[config.mk]
export PLATFORM = sky130hd
export DESIGN_NAME = io_channel_end_flat
export DESIGN_NICKNAME = d
export VERILOG_FILES = /design/src/core/io_link_pkg.sv /design/src/core/io_link_if.sv /design/src/core/io_channel_end.sv /design/src/flat_wrapper.sv
export SDC_FILE = /design/constraint.sdc
export NUM_CORES = 1
export LEC_CHECK = 0
export CAP_MARGIN = 25
export CORE_ASPECT_RATIO = 0.5
export CORE_MARGIN = 3
export CORE_UTILIZATION = 51
export CTS_CLUSTER_SIZE = 40
export DETAILED_ROUTE_END_ITERATION = 8
export DONT_BUFFER_PORTS = 1
export PLACE_DENSITY = 0.65
export SYNTH_ARGS = -nofsm -noshare
export SYNTH_HDL_FRONTEND = slang
export SYNTH_HIERARCHICAL = 1
export SYNTH_SLANG_ARGS = --single-unit
[constraint.sdc]
create_clock -name core_clk -period 3.65 [get_ports core_clk]
set_input_delay 0.365 -clock core_clk [delete_from_list [all_inputs] [get_ports core_clk]]
set_output_delay 0.365 -clock core_clk [all_outputs]
set_load 0.02 [all_outputs]
[src/core/io_link_pkg.sv]
// shared constants, types and parity helpers for the i/o channel link
package io_link_pkg;
    localparam int BYTE_W         = 12;
    localparam int WORD_W         = 24;
    localparam int EQUIP_N        = 8;
    localparam int EQUIP_W        = 3;
    localparam int STATUS_W       = 12;
    localparam int FIFO_DEPTH     = 4;
    localparam int CLK_MHZ        = 100;
    localparam int REJECT_TIME_US = 100;
    localparam int REJECT_CYCLES  = REJECT_TIME_US * CLK_MHZ;
    // one sense for every party on the link
    localparam logic ODD_PARITY   = 1'b1;

    typedef enum logic [2:0] {
        op_attach   = 3'b000,
        op_function = 3'b001,
        op_write    = 3'b011,
        op_read     = 3'b010,
        op_clear    = 3'b110
    } op_t;

    typedef enum logic [1:0] {
        mode_narrow    = 2'b00,
        mode_wide_asm  = 2'b01,
        mode_wide_full = 2'b11
    } mode_t;

    function automatic logic byte_parity(input logic [BYTE_W-1:0] b);
        return (^b) ^ ODD_PARITY;
    endfunction

    function automatic logic [1:0] word_parity(input logic [WORD_W-1:0] w);
        return {byte_parity(w[WORD_W-1:BYTE_W]), byte_parity(w[BYTE_W-1:0])};
    endfunction
endpackage

[src/core/io_link_if.sv]
// link between one channel end and the controllers on its cable
`timescale 1ns/1ps
`default_nettype none
interface io_link_if
    import io_link_pkg::*;
    ();
    // channel to controller
    logic                ch_valid;
    op_t                 ch_op;
    logic [EQUIP_W-1:0]  ch_equip;
    mode_t               ch_mode;
    logic [WORD_W-1:0]   ch_data;
    logic [1:0]          ch_par;
    logic                ch_clear;
    logic                ch_ready;
    // controller to channel
    logic                ct_reply;
    logic                ct_reject;
    logic                ct_ext_perr;
    logic                ct_valid;
    logic [WORD_W-1:0]   ct_data;
    logic [1:0]          ct_par;
    logic [STATUS_W-1:0] ct_status;
    logic [EQUIP_N-1:0]  ct_irq;

    modport channel (
        output ch_valid, ch_op, ch_equip, ch_mode, ch_data, ch_par, ch_clear, ch_ready,
        input  ct_reply, ct_reject, ct_ext_perr, ct_valid, ct_data, ct_par, ct_status, ct_irq
    );
    modport controller (
        input  ch_valid, ch_op, ch_equip, ch_mode, ch_data, ch_par, ch_clear, ch_ready,
        output ct_reply, ct_reject, ct_ext_perr, ct_valid, ct_data, ct_par, ct_status, ct_irq
    );
endinterface
`default_nettype wire

[src/core/io_channel_end.sv]
// channel end: command sequencing, byte assembly, parity check and read fifo
`timescale 1ns/1ps
`default_nettype none
module io_word_fifo #(
    parameter int WIDTH = 24,
    parameter int DEPTH = 4
) (
    // clock and reset
    input  wire logic             core_clk,
    input  wire logic             reset,
    // fill side
    input  wire logic             in_valid,
    output logic                  in_ready,
    input  wire logic [WIDTH-1:0] in_data,
    // drain side
    output logic                  out_valid,
    input  wire logic             out_ready,
    output logic [WIDTH-1:0]      out_data
);
    localparam int PTR_W = (DEPTH > 1) ? $clog2(DEPTH) : 1;

    logic [WIDTH-1:0] mem [DEPTH];
    logic [PTR_W-1:0] wr_ptr;
    logic [PTR_W-1:0] rd_ptr;
    logic [PTR_W:0]   count;
    logic             push;
    logic             pop;

    assign in_ready  = (count != (PTR_W+1)'(DEPTH));
    assign out_valid = (count != '0);
    assign out_data  = mem[rd_ptr];
    assign push      = in_valid & in_ready;
    assign pop       = out_valid & out_ready;

    always_ff @(posedge core_clk) begin
        if (push) begin
            mem[wr_ptr] <= in_data;
        end
    end

    always_ff @(posedge core_clk or posedge reset) begin
        if (reset) begin
            wr_ptr <= '0;
            rd_ptr <= '0;
            count  <= '0;
        end else begin
            if (push) begin
                wr_ptr <= (wr_ptr == PTR_W'(DEPTH-1)) ? '0 : wr_ptr + 1'b1;
            end
            if (pop) begin
                rd_ptr <= (rd_ptr == PTR_W'(DEPTH-1)) ? '0 : rd_ptr + 1'b1;
            end
            if (push && !pop) begin
                count <= count + 1'b1;
            end else if (pop && !push) begin
                count <= count - 1'b1;
            end
        end
    end
endmodule

module io_channel_end
    import io_link_pkg::*;
#(
    parameter bit WIDE            = 1'b1,
    parameter int CHANNEL_NUM     = 0,
    parameter int REJECT_CYCLES_P = REJECT_CYCLES,
    parameter int FIFO_DEPTH_P    = FIFO_DEPTH
) (
    // clock and reset
    input  wire logic                 core_clk,
    input  wire logic                 reset,
    // link
    io_link_if.channel                link,
    // commands from the computation section
    input  wire logic                 cmd_valid,
    output logic                      cmd_ready,
    input  wire op_t                  cmd_op,
    input  wire logic [EQUIP_W-1:0]   cmd_equip,
    input  wire logic                 cmd_word,
    input  wire logic                 cmd_full24,
    input  wire logic [WORD_W-1:0]    cmd_data,
    // command results
    output logic                      cmd_done,
    output logic                      cmd_reply,
    output logic                      cmd_reject,
    output logic                      int_reject,
    // read data toward storage
    output logic                      rd_valid,
    input  wire logic                 rd_ready,
    output logic [WORD_W-1:0]         rd_data,
    // sense and status
    output logic                      sense_parity,
    output logic                      connected,
    output logic [EQUIP_W-1:0]        conn_equip,
    output logic [STATUS_W-1:0]       status,
    output logic [EQUIP_N-1:0]        irq
);
    typedef enum logic [1:0] {
        st_idle   = 2'b00,
        st_send   = 2'b01,
        st_answer = 2'b11
    } chan_state_t;

    localparam bit WIDE_OK = WIDE && (CHANNEL_NUM % 2 == 0) && (CHANNEL_NUM < EQUIP_N);
    localparam int TMR_W   = $clog2(REJECT_CYCLES_P + 1);

    chan_state_t       state;
    logic              resend;
    logic [WORD_W-1:0] cur_word;
    logic [TMR_W-1:0]  timer;
    logic              read_active;
    logic              hi_phase;
    logic [BYTE_W-1:0] asm_lo;
    logic              answered;
    logic              timeout;
    logic              accept;
    logic              take_in;
    logic              read_err;
    logic              fifo_in_ready;
    logic              push_valid;
    logic [WORD_W-1:0] push_data;
    mode_t             next_mode;

    assign cmd_ready = (state == st_idle);
    assign accept    = cmd_valid & cmd_ready;
    assign timeout   = (state == st_send) && (timer == TMR_W'(REJECT_CYCLES_P - 1));
    assign answered  = link.ct_reply | link.ct_reject | link.ct_ext_perr | timeout;

    // wide modes only on an even wide channel and word addressing
    always_comb begin
        if (!WIDE_OK || !cmd_word) begin
            next_mode = mode_narrow;
        end else if (cmd_full24) begin
            next_mode = mode_wide_full;
        end else begin
            next_mode = mode_wide_asm;
        end
    end

    // outgoing sequencing
    always_ff @(posedge core_clk or posedge reset) begin
        if (reset) begin
            state         <= st_idle;
            resend        <= 1'b0;
            cur_word      <= '0;
            timer         <= '0;
            cmd_done      <= 1'b0;
            link.ch_valid <= 1'b0;
            link.ch_op    <= op_attach;
            link.ch_equip <= '0;
            link.ch_mode  <= mode_narrow;
            link.ch_data  <= '0;
            link.ch_par   <= '0;
            link.ch_clear <= 1'b0;
        end else begin
            cmd_done      <= 1'b0;
            link.ch_clear <= 1'b0;
            timer         <= (state == st_send) ? timer + 1'b1 : '0;
            case (state)
                st_idle: begin
                    if (accept && cmd_op == op_clear) begin
                        link.ch_clear <= 1'b1;
                        cmd_done      <= 1'b1;
                    end else if (accept) begin
                        cur_word      <= cmd_data;
                        link.ch_valid <= 1'b1;
                        link.ch_op    <= cmd_op;
                        link.ch_equip <= cmd_equip;
                        link.ch_mode  <= next_mode;
                        if (cmd_op == op_write && next_mode != mode_wide_full) begin
                            link.ch_data <= {{BYTE_W{1'b0}}, cmd_data[BYTE_W-1:0]};
                            link.ch_par  <= word_parity({{BYTE_W{1'b0}}, cmd_data[BYTE_W-1:0]});
                        end else begin
                            link.ch_data <= cmd_data;
                            link.ch_par  <= word_parity(cmd_data);
                        end
                        state <= st_send;
                    end
                end
                st_send: begin
                    if (answered) begin
                        link.ch_valid <= 1'b0;
                        resend <= link.ct_reply && link.ch_op == op_write
                                  && link.ch_mode == mode_wide_asm && !resend;
                        state  <= st_answer;
                    end
                end
                st_answer: begin
                    if (resend) begin
                        link.ch_valid <= 1'b1;
                        link.ch_data  <= {{BYTE_W{1'b0}}, cur_word[WORD_W-1:BYTE_W]};
                        link.ch_par   <= word_parity({{BYTE_W{1'b0}}, cur_word[WORD_W-1:BYTE_W]});
                        state         <= st_send;
                    end else begin
                        cmd_done <= 1'b1;
                        state    <= st_idle;
                    end
                end
                default: begin
                    state <= st_idle;
                end
            endcase
        end
    end

    // answer flags stand until the next command
    always_ff @(posedge core_clk or posedge reset) begin
        if (reset) begin
            cmd_reply  <= 1'b0;
            cmd_reject <= 1'b0;
            int_reject <= 1'b0;
        end else if (accept) begin
            cmd_reply  <= 1'b0;
            cmd_reject <= 1'b0;
            int_reject <= 1'b0;
        end else if (state == st_send && answered) begin
            cmd_reply  <= link.ct_reply;
            cmd_reject <= link.ct_reject;
            int_reject <= timeout && !link.ct_reply && !link.ct_reject && !link.ct_ext_perr;
        end
    end

    // connection bookkeeping; a new attach drops the old connection first
    always_ff @(posedge core_clk or posedge reset) begin
        if (reset) begin
            connected  <= 1'b0;
            conn_equip <= '0;
        end else if (accept && (cmd_op == op_attach || cmd_op == op_clear)) begin
            connected  <= 1'b0;
            conn_equip <= cmd_equip;
        end else if (state == st_send && link.ch_op == op_attach && link.ct_reply) begin
            connected <= 1'b1;
        end
    end

    // status gated by connection; interrupts pass whether connected or not
    always_ff @(posedge core_clk or posedge reset) begin
        if (reset) begin
            status <= '0;
            irq    <= '0;
        end else begin
            status <= connected ? link.ct_status : '0;
            irq    <= link.ct_irq;
        end
    end

    // read stream: assembly and parity compare on every accepted byte
    assign link.ch_ready = read_active & fifo_in_ready;
    assign take_in       = link.ct_valid & link.ch_ready;
    assign read_err      = take_in && (link.ct_par != word_parity(link.ct_data));
    assign push_valid    = take_in && (link.ch_mode != mode_wide_asm || hi_phase);
    assign push_data     = (link.ch_mode == mode_wide_asm) ? {link.ct_data[BYTE_W-1:0], asm_lo}
                                                           : link.ct_data;

    always_ff @(posedge core_clk or posedge reset) begin
        if (reset) begin
            read_active <= 1'b0;
            hi_phase    <= 1'b0;
            asm_lo      <= '0;
        end else if (accept) begin
            read_active <= 1'b0;
            hi_phase    <= 1'b0;
        end else begin
            if (state == st_send && link.ch_op == op_read && link.ct_reply) begin
                read_active <= 1'b1;
            end
            if (take_in && link.ch_mode == mode_wide_asm) begin
                hi_phase <= !hi_phase;
                if (!hi_phase) begin
                    asm_lo <= link.ct_data[BYTE_W-1:0];
                end
            end
        end
    end

    // sense line zero; a set in the clearing cycle wins
    always_ff @(posedge core_clk or posedge reset) begin
        if (reset) begin
            sense_parity <= 1'b0;
        end else if (read_err || (state == st_send && link.ct_ext_perr)) begin
            sense_parity <= 1'b1;
        end else if (accept) begin
            sense_parity <= 1'b0;
        end
    end

    io_word_fifo #(
        .WIDTH (WORD_W),
        .DEPTH (FIFO_DEPTH_P)
    ) read_fifo (
        .core_clk  (core_clk),
        .reset     (reset),
        .in_valid  (push_valid),
        .in_ready  (fifo_in_ready),
        .in_data   (push_data),
        .out_valid (rd_valid),
        .out_ready (rd_ready),
        .out_data  (rd_data)
    );
endmodule
`default_nettype wire

[src/flat_wrapper.sv]
// flat-port wrapper written by rule: the top's interface ports become plain ports
module io_channel_end_flat import io_link_pkg::*;
#(
    parameter bit WIDE            = 1'b1,
    parameter int CHANNEL_NUM     = 0,
    parameter int REJECT_CYCLES_P = REJECT_CYCLES,
    parameter int FIFO_DEPTH_P    = FIFO_DEPTH
)
  (core_clk, reset, cmd_valid, cmd_ready, cmd_op, cmd_equip, cmd_word, cmd_full24, cmd_data, cmd_done, cmd_reply, cmd_reject, int_reject, rd_valid, rd_ready, rd_data, sense_parity, connected, conn_equip, status, irq, link_ch_valid, link_ch_op, link_ch_equip, link_ch_mode, link_ch_data, link_ch_par, link_ch_clear, link_ch_ready, link_ct_reply, link_ct_reject, link_ct_ext_perr, link_ct_valid, link_ct_data, link_ct_par, link_ct_status, link_ct_irq);
  io_link_if link_i ();
  input  wire logic core_clk;
  input  wire logic reset;
  input  wire logic cmd_valid;
  output logic cmd_ready;
  input  wire op_t cmd_op;
  input  wire logic [EQUIP_W-1:0] cmd_equip;
  input  wire logic cmd_word;
  input  wire logic cmd_full24;
  input  wire logic [WORD_W-1:0] cmd_data;
  output logic cmd_done;
  output logic cmd_reply;
  output logic cmd_reject;
  output logic int_reject;
  output logic rd_valid;
  input  wire logic rd_ready;
  output logic [WORD_W-1:0] rd_data;
  output logic sense_parity;
  output logic connected;
  output logic [EQUIP_W-1:0] conn_equip;
  output logic [STATUS_W-1:0] status;
  output logic [EQUIP_N-1:0] irq;
  output wire logic [$bits(link_i.ch_valid)-1:0] link_ch_valid;
  output wire logic [$bits(link_i.ch_op)-1:0] link_ch_op;
  output wire logic [$bits(link_i.ch_equip)-1:0] link_ch_equip;
  output wire logic [$bits(link_i.ch_mode)-1:0] link_ch_mode;
  output wire logic [$bits(link_i.ch_data)-1:0] link_ch_data;
  output wire logic [$bits(link_i.ch_par)-1:0] link_ch_par;
  output wire logic [$bits(link_i.ch_clear)-1:0] link_ch_clear;
  output wire logic [$bits(link_i.ch_ready)-1:0] link_ch_ready;
  input wire logic [$bits(link_i.ct_reply)-1:0] link_ct_reply;
  input wire logic [$bits(link_i.ct_reject)-1:0] link_ct_reject;
  input wire logic [$bits(link_i.ct_ext_perr)-1:0] link_ct_ext_perr;
  input wire logic [$bits(link_i.ct_valid)-1:0] link_ct_valid;
  input wire logic [$bits(link_i.ct_data)-1:0] link_ct_data;
  input wire logic [$bits(link_i.ct_par)-1:0] link_ct_par;
  input wire logic [$bits(link_i.ct_status)-1:0] link_ct_status;
  input wire logic [$bits(link_i.ct_irq)-1:0] link_ct_irq;
  assign link_ch_valid = link_i.ch_valid;
  assign link_ch_op = link_i.ch_op;
  assign link_ch_equip = link_i.ch_equip;
  assign link_ch_mode = link_i.ch_mode;
  assign link_ch_data = link_i.ch_data;
  assign link_ch_par = link_i.ch_par;
  assign link_ch_clear = link_i.ch_clear;
  assign link_ch_ready = link_i.ch_ready;
  assign link_i.ct_reply = link_ct_reply;
  assign link_i.ct_reject = link_ct_reject;
  assign link_i.ct_ext_perr = link_ct_ext_perr;
  assign link_i.ct_valid = link_ct_valid;
  assign link_i.ct_data = link_ct_data;
  assign link_i.ct_par = link_ct_par;
  assign link_i.ct_status = link_ct_status;
  assign link_i.ct_irq = link_ct_irq;
  io_channel_end #(.WIDE(WIDE), .CHANNEL_NUM(CHANNEL_NUM), .REJECT_CYCLES_P(REJECT_CYCLES_P), .FIFO_DEPTH_P(FIFO_DEPTH_P)) u_core (.core_clk(core_clk), .reset(reset), .link(link_i), .cmd_valid(cmd_valid), .cmd_ready(cmd_ready), .cmd_op(cmd_op), .cmd_equip(cmd_equip), .cmd_word(cmd_word), .cmd_full24(cmd_full24), .cmd_data(cmd_data), .cmd_done(cmd_done), .cmd_reply(cmd_reply), .cmd_reject(cmd_reject), .int_reject(int_reject), .rd_valid(rd_valid), .rd_ready(rd_ready), .rd_data(rd_data), .sense_parity(sense_parity), .connected(connected), .conn_equip(conn_equip), .status(status), .irq(irq));
endmodule
Word level (Yosys, flattened, before mapping)
Memories as Yosys holds them, arrays and structs flattened.
Cells that the tools add are included.
Operators by class
  bitwise logic cells: 16
  add/sub/neg operators: 5
  reductions and logical operators: 54
  equality and inequality tests: 18
  mux-type cells: 49
Operator list (count)
  2-to-1 mux 24 bit: 5
  parity 12 bit: 5
  case mux 24 bit (2 select lines): 1
  2-to-1 mux 1 bit: 24
  2-to-1 mux 2 bit: 11
  logical AND 1 bit: 21
  adder 14 x 1 -> 14 bit (second input constant): 1
  equality test 14 bit (second input constant): 1
  2-to-1 mux 14 bit: 1
  nonzero test 2 bit: 7
  2-to-1 mux 12 bit: 1
  equality test 3 x 2 -> 1 bit (second input constant): 3
  AND reduction 3 bit: 3
  NOT 1 bit: 8
  zero test 1 bit: 7
  equality test 2 bit (second input constant): 3
  zero test 3 bit: 2
  2-to-1 mux 3 bit: 2
  inequality test 2 x 1 -> 1 bit (second input constant): 3
  inequality test 2 bit (second input constant): 3
  case mux 2 bit (3 select lines): 1
  nonzero test 3 bit: 2
  AND 1 bit: 5
  AND reduction 5 bit: 1
  other kinds (15): 21
Storage, ports and cells
  flip-flop bits (word level): 127
  input port bits: 86
  memories kept: 1
  memory bits (writable): 96
  output and inout port bits: 92
Memories
  u_core.read_fifo.mem: words 4, bits a word 24, read ports 1, clocked after memory_dff 0, write ports 1, line io_channel_end.sv:22  | logic [WIDTH-1:0] mem [DEPTH];

Depth between registers and ports, before layout
Gate-level depths: netlist of run 1.
  depth after elaboration: 9
  mapped depth: 12

By module
Netlist of run 1, hierarchy kept.
Modules (own cells, without submodules)
  io_channel_end: cells an instance 468, seq. area each 2702.6 µm², area an instance 5178.7 µm², instances 1
  io_word_fifo: cells an instance 164, seq. area each 3057.9 µm², area an instance 3957.5 µm², instances 1

Least setup slack after synthesis of run 1
Ideal clock, no wire load.
  path type: register to register
  start point: register u_core.read_fifo.count[0]
  end point: register u_core.read_fifo.count[2]
  setup slack: 1.266 ns
  required time: 3.571 ns
  stages on the path, launching flop included: 13
  setup time: 0.079 ns
  arrival: 2.304 ns
  cell sequence: dfrtp_1 > nor2_1 > nand2_1 > and2_1 > nand2_1 > nor2_1 > a21boi_2 > ha_1 > inv_1 > fa_1 > xor2_1 > nor2_1 > xor2_1
Between the ends
  longest elaborated chain between the ends: 8
  elaborated cells on any way between the ends: 16
  those cells by class: add/sub: 2; eq/ne: 1; mux: 2; bitwise: 4; reduce/logical: 7
Ends and longest elaborated chain
  from (decl): line io_channel_end.sv:25  | logic [PTR_W:0] count;
  from (signal assigned): line io_channel_end.sv:54  | count <= count + 1'b1;
  from (signal assigned): line io_channel_end.sv:56  | count <= count - 1'b1;
  inequality test 3 bit *: line io_channel_end.sv:29  | assign in_ready = (count != (PTR_W+1)'(DEPTH));
  net u_core.fifo_in_ready: line io_channel_end.sv:120  | logic fifo_in_ready;
  AND 1 bit *: line io_channel_end.sv:249  | assign link.ch_ready = read_active & fifo_in_ready;
  net link_ch_ready: line flat_wrapper.sv:39  | output wire logic [$bits(link_i.ch_ready)-1:0] link_ch_ready;
  AND 1 bit *: line io_channel_end.sv:250  | assign take_in = link.ct_valid & link.ch_ready;
  logical AND 1 bit *: line io_channel_end.sv:252  | assign push_valid = take_in && (link.ch_mode != mode_wide_asm || hi_phase);
  net u_core.push_valid: line io_channel_end.sv:121  | logic push_valid;
  AND 1 bit *: line io_channel_end.sv:32  | assign push = in_valid & in_ready;
  net u_core.read_fifo.push: line io_channel_end.sv:26  | logic push;
  zero test 1 bit: line io_channel_end.sv:55  | end else if (pop && !push) begin
  logical AND 1 bit: line io_channel_end.sv:55
  nonzero test 2 bit (no source line)
The timed path passes the listed nets; every way through them passes the cells marked *. The select of a mux whose other input is x is not followed.
A chain may end at the register's enable or synchronous reset.

Final worst setup path of run 1
Same ends and word-level chain as after synthesis.

==> impl_metrics.toml, run 1 <==
[clock_tree]
clkTransAtPathRegs_ns = 0.06
cts_buffers = 20
cts_tree = "yes"
cts_hold_buf = 46
h-tree-depth = 1
insertion_delay_ns = 0.49
cts_setup_buffers = 0
clockRootBuffer = "clkbuf_16"
clk_path_buf_depth = 3
clock-sinks = 211
cts.repair.resized = 0

[timing]
slew_viol_final = 0
tightest_slew_ns = 0.896
tns_ns = 0
grt_setup_unrepaired = "no"
setup_viol = 0
finalWorstSetupSlack_ns = 0.923
clock.fmax_mhz = 367
maxSlewHeadroom_pct = 40.2
clock_skew_ns = 0.0204
hold_violations = 0
period_minus_slack_ns = 2.73
finalCritPeriodShare_pct = 74.7

[synth]
yosysMostFrequentCell = "dfrtp_1"
syn_nets = 730
post-synth-top-area-cell = "edfxtp_1"
synth_area_sq_mm = 0.00914
synthArstFlopShare_pct = 54.5
synth-main-ff-cell = "dfrtp_1"
ys_seq_elements = 211
synthTopCellsByCount = "dfrtp_1 (115), nand2_1 (100), edfxtp_1 (96)"
yosys.area.top_type_share_pct = 31.6
yosysWarnings = 6
synth_area_per_cell_sq_um = 14.5
synth_edf_count = 96
synth.distinct_cells = 49
syn_inst = 632
seq_area_frac_synth_pct = 63.1
synth_area_leaders = "edfxtp_1 (32%), dfrtp_1 (31%), mux4_2 (4.4%), xnor2_1 (4.2%), nand2_1 (4.1%)"

[job]
cap_violations = 0

[outcome]
status = "complete, no violations"

[place]
post-place-ws_ns = 0.950
place_inst = 846
place.port_buffers = 0
routabilityCongestion = 0.801
hpwl_um = 12900

[routing]
antenna_left = 0
via_per_inst = 5.41
drt-total-wl_um = 19600
drt_first_pass_iters = 5
routedWlPerCell_um = 21.0
dr.first_iter.drc_count = 286
drcViolationCount = 0
routed-via-count = 5036

[die]
start_util_pct = 53.8
die_h_um = 101
std_cell_rows = 33
die_w_um = 195
core_area_sq_mm = 0.0170
pin_count = 178
die_area_sq_mm = 0.0197

[final_layout]
fin_cells = 931
layout.nets = 788
layout-drive-gt1-share_pct = 11.4
syn2layout_area_growth_pct = 15.7
diodes = 0

[setup_path]
path_common_cell = "nor2_1"
path_cells = "nor2_1 -> nand2_1 -> and2_1 -> nand2_1 -> nor2_1 -> a21boi_2 -> ha_1 -> inv_1 -> fa_1 -> xor2_1 -> nor2_1 -> xor2_1"
cp_slowest_cell = "dfrtp_1"
crit_path_start_kind = "register"
arrival_ns = 3.13
cp-end-kind = "register"
cpPeakStageDelay_ns = 0.44
cp.depth = 12
required_ns = 4.06
critical_path_class = "reg -> reg"
critPathTopFamily = "simple AND/OR/NAND/NOR gates"
rr_worst_depth = 12
crit_buf_inv = 1
cp_max_fo = 7

[grt]
grt_max_degree = 47
grt_overflow = 0
antenna_found_initial = 0
groute.usage.overall_pct = 20.4
grt_pass1_vias = 5562
grt_pass1_wl_um = 31400

[worst_hold_path]
hold_path.class = "in -> reg"
hold-path-cell-count = 1

[power_and_ir_drop]
finalPower_w = 0.00871
worst_ir_drop_vdd_v = 0.000395
power.density_mw_per_mm2 = 824
p_leak_nw = 4.28
-- layout make-up --
| class | count | area [sq um] |
|---|---|---|
| Inverter | 9 | 36.3 |
| Sequential cell | 211 | 5760 |
| Timing Repair Buffer | 62 | 588 |
| Clock inverter | 9 | 136 |
| Multi-Input combinational cell | 386 | 3190 |
| Fill cell | 1302 | 6400 |
| Tap cell | 227 | 284 |
| Clock buffer | 27 | 577 |
-- state kept, by name (all words and copies together) (netlist names), 3 cells and up --
name and count:
u_core/asm_lo 12, u_core/cur_word 12, u_core/link.ch_equip 3, u_core/timer 14, u_core/conn_equip 3, u_core/link.ch_data 24, u_core/link.ch_op 3, u_core/read_fifo/mem 96
u_core/irq 8, u_core/read_fifo/count 3, u_core/status 12
-- routing by layer --
metal	vias up	part of all wire [%]	global-route usage (%)
met5	-	0	0
met4	0	1.3	3.78
met3	23	7.8	5.68
met2	153	50	35.3
met1	2503	41	26.4
li1	2357	-	-
-- logic make-up (layout without fill, tap and decap cells) --
logic type	Yosys count	count (layout)	synth area share, %
XOR/XNOR	64	64	7.34
buffers and inverters	35	107	2.07
flip-flops	211	211	63.1
AND/OR/NAND/NOR	183	183	9.79
AO/OA/AOI/OAI	52	52	3.75
adder cells (fa/ha/maj)	12	12	1.73
multiplexers	75	75	12.3
-- placed cells by master (no fill, tap or decap), types with 2 or more instances in the layout --
cell,n
a22o_1,13
mux4_1,6
or3_1,3
mux4_2,18
a21boi_2,2
buf_4,13
ha_1,11
dfrtp_1,115
and2_1,28
xor2_1,12
nor2_1,15
clkinv_2,2
a21oi_1,8
clkbuf_16,20
clkbuf_8,5
nor3_1,3
a22oi_1,2
nand2b_1,4
inv_1,8
nand3_1,9
bufinv_16,3
xnor3_1,8
clkbuf_1,2
dlygate4sd3_1,49
xnor2_1,44
mux2_2,5
o21ai_1,21
mux2i_1,13
mux2_1,33
edfxtp_1,96
nand4_1,4
nand2_1,100
nor2b_1,4
-- worst register-to-register path: cells and delay by family, from the launching register on --
kind	cells	cell delay, ns
xor gates and xnor gates	2	0.35
AOI/OAI and AO/OA	1	0.30
DFF	1	0.44
adders and majority gates	2	0.63
buffers and inverters	1	0.07
and+or+nand+nor	6	0.87
-- through the flow --
step / util, % / cell area [sq um] / hold WS, ns
2_1_floorplan: - / 9140 / 0.168
3_3_place_gp: 55.2 / 9370 / 0.210
3_5_place_dp: 55.2 / 9370 / 0.211
4_1_cts: 62.1 / 10500 / 0.000150
5_1_grt: 62.3 / 10600 / 0.00142
6_report: 62.3 / 10600 / 0.0207
-- path summary, 6_finish.rpt --
path,to,slack (ns),startpoint
max reg2reg,u_core/read_fifo/count[2]$_DFFE_PP0P_,0.92,u_core/read_fifo/count[0]$_DFFE_PP0P_
max,u_core/read_fifo/count[2]$_DFFE_PP0P_,0.92,u_core/read_fifo/count[0]$_DFFE_PP0P_
max in group asynchronous,u_core/timer[2]$_DFF_PP0_,2.34,reset
min,u_core/status[4]$_DFF_PP0_,0.02,link_ct_status[4]
min in group asynchronous,u_core/read_fifo/rd_ptr[0]$_DFFE_PP0P_,0.33,reset
min reg2reg,u_core/asm_lo[1]$_DFFE_PP0P_,0.49,u_core/asm_lo[1]$_DFFE_PP0P_
-- report_power, final --
part	switching, W	internal, W
clock	0.000871	0.00133
combinational	0.00139	0.00114
sequential	0.000808	0.00318
Note: power is estimated with default switching activity, not from simulation.
==> run 2: changes to the inputs <==
- clock period: 3.65 -> 2.7 ns (I/O delays scaled with it)
==> run 2 against run 1 <==
Compared with the run above: combinational power is 41% higher; wire length increased by 2.4%; global-route usage is 0.53 points higher; non-clock buffer count grew 24; first-iteration DRC count fell by 13%; critical path type unchanged.
==> impl_metrics.toml, run 2 (same netlist as run 1, synthesis figures left out) <==
[outcome]
status = "complete, no violations"

[routing]
routedWlPerCell_um = 21.0
drt_first_pass_iters = 4
antenna_left = 0
drt-total-wl_um = 20000
dr.first_iter.drc_count = 248
drcViolationCount = 0
via_per_inst = 5.51
routed-via-count = 5261

[place]
place.port_buffers = 0
hpwl_um = 12700
routabilityCongestion = 0.784
dpl_cell_area_sq_mm = 0.00942

[final_layout]
top_regs = "u_core/read_fifo/mem: 96 flops, u_core/link.ch_data: 24 flops, u_core/timer: 14 flops"
final_cell_mix = "dfrtp_1 (115), nand2_1 (100), edfxtp_1 (96)"
largest_reg_flops = 96
fillCellCount = 1272
layout-drive-gt1-share_pct = 11.0
syn2layout_area_growth_pct = 18.3
diodes = 0
largest-register = "u_core/read_fifo/mem"
layout.nets = 812
layout_commonest_cell = "dfrtp_1"
stdcell_area_sq_mm = 0.0108

[setup_path]
crit_path_start_kind = "register"
required_ns = 3.10
cpPeakStageDelay_ns = 0.43
rr_worst_depth = 12
arrival_ns = 2.93
crit_buf_inv = 1
ff2ff_setup_slack_ns = 0.17
rr_endpoint = "u_core/read_fifo/count[2]$_DFFE_PP0P_"
cp-end-kind = "register"
cp_slowest_cell = "dfrtp_1"
path_cells = "nor2_1 -> nand2_1 -> and2_1 -> nand2_1 -> nor2_1 -> a21boi_2 -> ha_1 -> inv_1 -> fa_1 -> xor2_1 -> nor2_1 -> xor2_1"
critical_path_class = "reg -> reg"
cp_max_fo = 4
critPathTopFamily = "simple AND/OR/NAND/NOR gates"
timing.rr.start = "u_core/read_fifo/count[0]$_DFFE_PP0P_"
path_common_cell = "nor2_1"

[grt]
grt_max_degree = 94
grt_pass1_wl_um = 31900
antenna_found_initial = 0
grt_overflow = 0
grt_pass1_vias = 5644
groute.usage.overall_pct = 20.9

[power_and_ir_drop]
worst_ir_drop_vdd_v = 0.000550
clock_power_share_pct = 24.7
power.density_mw_per_mm2 = 1090
seqPwrFrac_pct = 45.2
switching_share_pct = 35.2
p_leak_nw = 4.37
p_comb_share_pct = 30.2
p_int_w = 0.00765
p_sw_w = 0.00415

[worst_hold_path]
hold-path-cell-count = 2
hold_path.class = "in -> reg"
holdPathEnd = "u_core/link.ch_data[8]$_DFFE_PP0P_"
hp-start = "cmd_data[8]"

[timing]
setup_viol = 0
tns_ns = 0
clock.fmax_mhz = 396
clock_skew_ns = 0.0200
hold_violations = 0
grt_setup_unrepaired = "no"
slew_viol_final = 0
period_minus_slack_ns = 2.53
tightest_slew_ns = 0.542
finalCritPeriodShare_pct = 93.6
maxSlewHeadroom_pct = 63.6

[die]
die_w_um = 195
die_h_um = 101
core_area_sq_mm = 0.0170
pin_count = 178
std_cell_rows = 33
start_util_pct = 53.8
die_area_sq_mm = 0.0197

[clock_tree]
cts_setup_buffers = 0
clock-sinks = 211
cts_tree = "yes"
clkTransAtPathRegs_ns = 0.06
cts_buffers = 20
h-tree-depth = 1
clockRootBuffer = "clkbuf_16"
insertion_delay_ns = 0.49
clk_path_buf_depth = 3

[job]
cap_violations = 0
run 2: cell types whose count changed in the layout (fill, tap and decap cells not counted), sizes merged:
cell         change
inv              -2
clkinvlp         +2
clkbuf           +2
buf              +4
clkinv           -2
dlygate4sd3     +20
run 2: cell type report:
type,count,area (sq um),area share (%)
clock inverters,7,114,1.05
inverters,9,37.5,0.347
multi-input cells,386,3190,29.5
repair buffers,86,843,7.81
flip-flops and latches,211,5760,53.3
clock buffers,29,576,5.33
well taps,227,284,2.63
run 2: how the worst max path moves through the flow:
stage / depth (start not counted) / to / from
floorplan: 12 / u_core/read_fifo/count[2]$_DFFE_PP0P_ / u_core/read_fifo/count[0]$_DFFE_PP0P_
global placement: 12 / u_core/read_fifo/count[2]$_DFFE_PP0P_ / u_core/read_fifo/count[0]$_DFFE_PP0P_
detailed placement: 12 / u_core/read_fifo/count[2]$_DFFE_PP0P_ / u_core/read_fifo/count[0]$_DFFE_PP0P_
CTS: 12 / u_core/read_fifo/count[2]$_DFFE_PP0P_ / u_core/read_fifo/count[0]$_DFFE_PP0P_
global route: 12 / u_core/read_fifo/count[2]$_DFFE_PP0P_ / u_core/read_fifo/count[0]$_DFFE_PP0P_
finish: 12 / u_core/read_fifo/count[2]$_DFFE_PP0P_ / u_core/read_fifo/count[0]$_DFFE_PP0P_
run 2: layer usage:
metal | up-vias | share of wire, % | track usage (%)
met5 | - | 0 | 0
met4 | 0 | 1.2 | 3.72
met3 | 19 | 8.2 | 5.88
met2 | 153 | 50 | 36.0
met1 | 2671 | 41 | 27.4
li1 | 2418 | - | -
run 2: metrics by stage:
step | util [%] | hold WS [ns] | power, W | std cells | setup WS, ns
floorplan | - | 0.0734 | 0.00811 | 632 | 0.316
global placement | 55.5 | 0.113 | 0.00881 | 850 | 0.265
detailed placement | 55.5 | 0.118 | 0.00891 | 850 | 0.205
CTS | 63.7 | 0.000854 | 0.0119 | 955 | 0.175
global route | 63.7 | 0.0160 | 0.0125 | 955 | 0.00515
finish | 63.7 | 0.0166 | 0.0118 | 955 | 0.174
run 2: power by group through the flow:
stage                     logic (W)  clock network (W)  registers [W]
after floorplan             0.00293                  0        0.00517
after global placement      0.00343                  0        0.00538
after detailed placement    0.00352                  0        0.00539
after CTS                   0.00361            0.00299        0.00534
after global routing        0.00395            0.00315        0.00543
final                       0.00356            0.00291        0.00533
run 2: what timing repair did:
item,4_1_cts,5_1_grt
gates resized for setup,0,0
endpoints found under the hold margin,106,0
hold buffers,69,0
==> run 3: changes to the inputs <==
- ABC_AREA: unset -> 1
==> run 3 against run 2 <==
Compared with the run above: clock power increased by 4%; sequential power increased by 1%; non-clock buffer count decreased by 10; critical endpoint unchanged; largest power group unchanged; highest routed layer unchanged.
==> impl_metrics.toml, run 3 <==
[routing]
drt_first_pass_iters = 7
routed-via-count = 7193
via_per_inst = 5.13
dr.first_iter.drc_count = 432
top_layer_used = "met4"
routedWlPerCell_um = 16.5
drt-total-wl_um = 23200
wl_met3_um = 1590
dr_wl_met2_um = 10700
drcViolationCount = 0
antenna_left = 0
wl_met1_um = 10500

[synth]
yosys.area.top_type_share_pct = 28.9
syn_inst = 1070
synth.distinct_cells = 38
muxShareOfSynthArea_pct = 0
synth_area_sq_mm = 0.00999
synth_area_leaders = "edfxtp_1 (29%), dfrtp_1 (29%), nand2_1 (12%), inv_1 (6.2%), o21ai_0 (3.9%)"
synthArstFlopShare_pct = 54.5
post-synth-top-area-cell = "edfxtp_1"
synthAdderAreaFrac_pct = 1.58
synth_top_family_by_area = "simple AND/OR/NAND/NOR gates"
seq_area_frac_synth_pct = 57.7
syn_nets = 1168
yosysWarnings = 6
yosysMostFrequentCell = "nand2_1"
synthTopCellsByCount = "nand2_1 (332), inv_1 (165), dfrtp_1 (115)"
synth_area_per_cell_sq_um = 9.33
synthSimpleGateAreaFrac_pct = 17.6
ys_seq_elements = 211
synth_edf_count = 96
synth_compound_area_share_pct = 11.4
synthXorXnorAreaFrac_pct = 3.07
synth-main-ff-cell = "dfrtp_1"

[final_layout]
final_cell_mix = "nand2_1 (331), inv_1 (164), dfrtp_1 (114)"
top_regs = "u_core/read_fifo/mem: 96 flops, u_core/link.ch_data: 24 flops, u_core/timer: 14 flops"
seq_area_sq_mm = 0.00576
fillCellCount = 1536
diodes = 0
syn2layout_area_growth_pct = 15.6
layout.nets = 1228
largest_reg_flops = 96
multi_input_area_sq_mm = 0.00338
layout-drive-gt1-share_pct = 8.57
layout_commonest_cell = "nand2_1"
largest-register = "u_core/read_fifo/mem"

[setup_path]
cp-end-kind = "register"
crit_path_start_kind = "register"
required_ns = 3.07
critical_path_class = "reg -> reg"
cp_max_fo = 7
arrival_ns = 2.75

[timing]
slew_viol_final = 0
setup_viol = 0
finalCritPeriodShare_pct = 88.0
clock.fmax_mhz = 421
tightest_slew_ns = 0.722
fin_hold_ws_ns = 0.0145
maxSlewHeadroom_pct = 51.4
hold_violations = 0
grt_setup_unrepaired = "no"
clock_skew_ns = 0.00975
period_minus_slack_ns = 2.38
tns_ns = 0

[die]
die_w_um = 204
die_area_sq_mm = 0.0214
start_util_pct = 53.2
core_area_sq_mm = 0.0188
std_cell_rows = 35
pin_count = 178
die_h_um = 105

[power_and_ir_drop]
finalPower_w = 0.0124
p_int_w = 0.00738
worst_ir_drop_vdd_v = 0.000650
p_comb_share_pct = 32.3
p_leak_nw = 5.43
power.density_mw_per_mm2 = 1080
seqPwrFrac_pct = 43.4
p_sw_w = 0.00504
clock_power_share_pct = 24.3
switching_share_pct = 40.6

[clock_tree]
cts_setup_buffers = 0
h-tree-depth = 1
cts_tree = "yes"
clkTransAtPathRegs_ns = 0.06
clock-sinks = 211
insertion_delay_ns = 0.49
clk_path_buf_depth = 3
cts_buffers = 20
clockRootBuffer = "clkbuf_16"

[grt]
groute.usage.overall_pct = 21.7
grt_overflow = 0
antenna_found_initial = 0
grt_max_degree = 49
grt_pass1_wl_um = 37100
grt_pass1_vias = 7006

[place]
routabilityCongestion = 0.858
place.port_buffers = 0
hpwl_um = 15400

[worst_hold_path]
hold_path.class = "in -> reg"

[job]
cap_violations = 0

[outcome]
status = "complete, no violations"
-- run 3: changes by cell type in the layout (fill, tap and decap cells not counted), moves of 28 or more --
cell,change
o21ai_0,+77
mux2_1,-33
inv_1,+156
o211ai_1,+29
nor2_1,+28
nand2_1,+231
-- run 3: per-layer routing --
metal  GRT usage (%)  vias to the layer above
li1                -                     3552
met1            29.8                     3405
met5               0                        -
met2            35.4                      201
met3            5.48                       35
met4            4.56                        0
-- run 3: final timing paths --
path	start	endpoint	slack [ns]	cells after the start
max	u_core/read_fifo/count[0]$_DFFE_PP0P_	u_core/read_fifo/count[2]$_DFFE_PP0P_	0.32	17
min	link_ct_data[3]	u_core/asm_lo[3]$_DFFE_PP0P_	0.01	2
max reg2reg	u_core/read_fifo/count[0]$_DFFE_PP0P_	u_core/read_fifo/count[2]$_DFFE_PP0P_	0.32	17
min reg2reg	u_core/timer[0]$_DFF_PP0_	u_core/timer[0]$_DFF_PP0_	0.46	1
max in group asynchronous	reset	u_core/link.ch_data[1]$_DFFE_PP0P_	1.42	3
min in group asynchronous	reset	u_core/read_fifo/rd_ptr[1]$_DFFE_PP0P_	0.24	2
-- run 3: cell type report --
class,count,area share (%)
clock inverters,11,1.38
repair buffers,76,6.39
multi-input cells,653,29.3
well taps,259,2.81
inverters,168,5.52
flip-flops and latches,211,49.9
clock buffers,24,4.74
-- run 3: repair_timing --
item | in CTS | in global routing
hold buffers | 57 | 0
endpoints found under the hold margin | 105 | 0
gates resized for setup | 0 | 1
setup endpoints to repair | 0 | 2
-- run 3: power by group through the flow --
stage          combinational, W  sequential (W)  clock [W]
2_1_floorplan           0.00326         0.00516          0
4_1_cts                 0.00403         0.00539    0.00309
3_5_place_dp            0.00394         0.00544          0
5_1_grt                 0.00456         0.00549    0.00321
6_report                0.00401         0.00539    0.00302
3_3_place_gp            0.00379         0.00542          0
-- run 3: logic make-up (layout without fill, tap and decap cells) --
family	after synthesis	count (layout)
buffers and inverters	206	279
DFF	211	211
adders and majority gates	12	12
and+or+nand+nor	436	436
AOI/OAI and AO/OA	170	170
xor gates and xnor gates	35	35
-- run 3: metrics by stage --
step	util [%]	std cells	instance area (sq um)	worst slack, ns
after CTS	61.5	1402	11500	0.249
after floorplan	-	1070	9990	0.0411
final	61.5	1402	11500	0.323
after detailed placement	54.7	1310	10300	0.268
after global placement	54.7	1310	10300	0.414
after global routing	61.5	1402	11500	0.0533
-- run 3: critical path, stage by stage, from the launching register on --
cell,delay [ns]
dfrtp_1,0.42
inv_1,0.09
nand3_1,0.15
nand2_1,0.07
inv_1,0.06
nand2_1,0.06
inv_1,0.07
o21ai_0,0.08
inv_1,0.11
nand2_2,0.14
inv_1,0.09
ha_1,0.16
inv_1,0.07
fa_1,0.40
inv_1,0.07
nand2_1,0.06
nand4_1,0.10
nand2_1,0.07
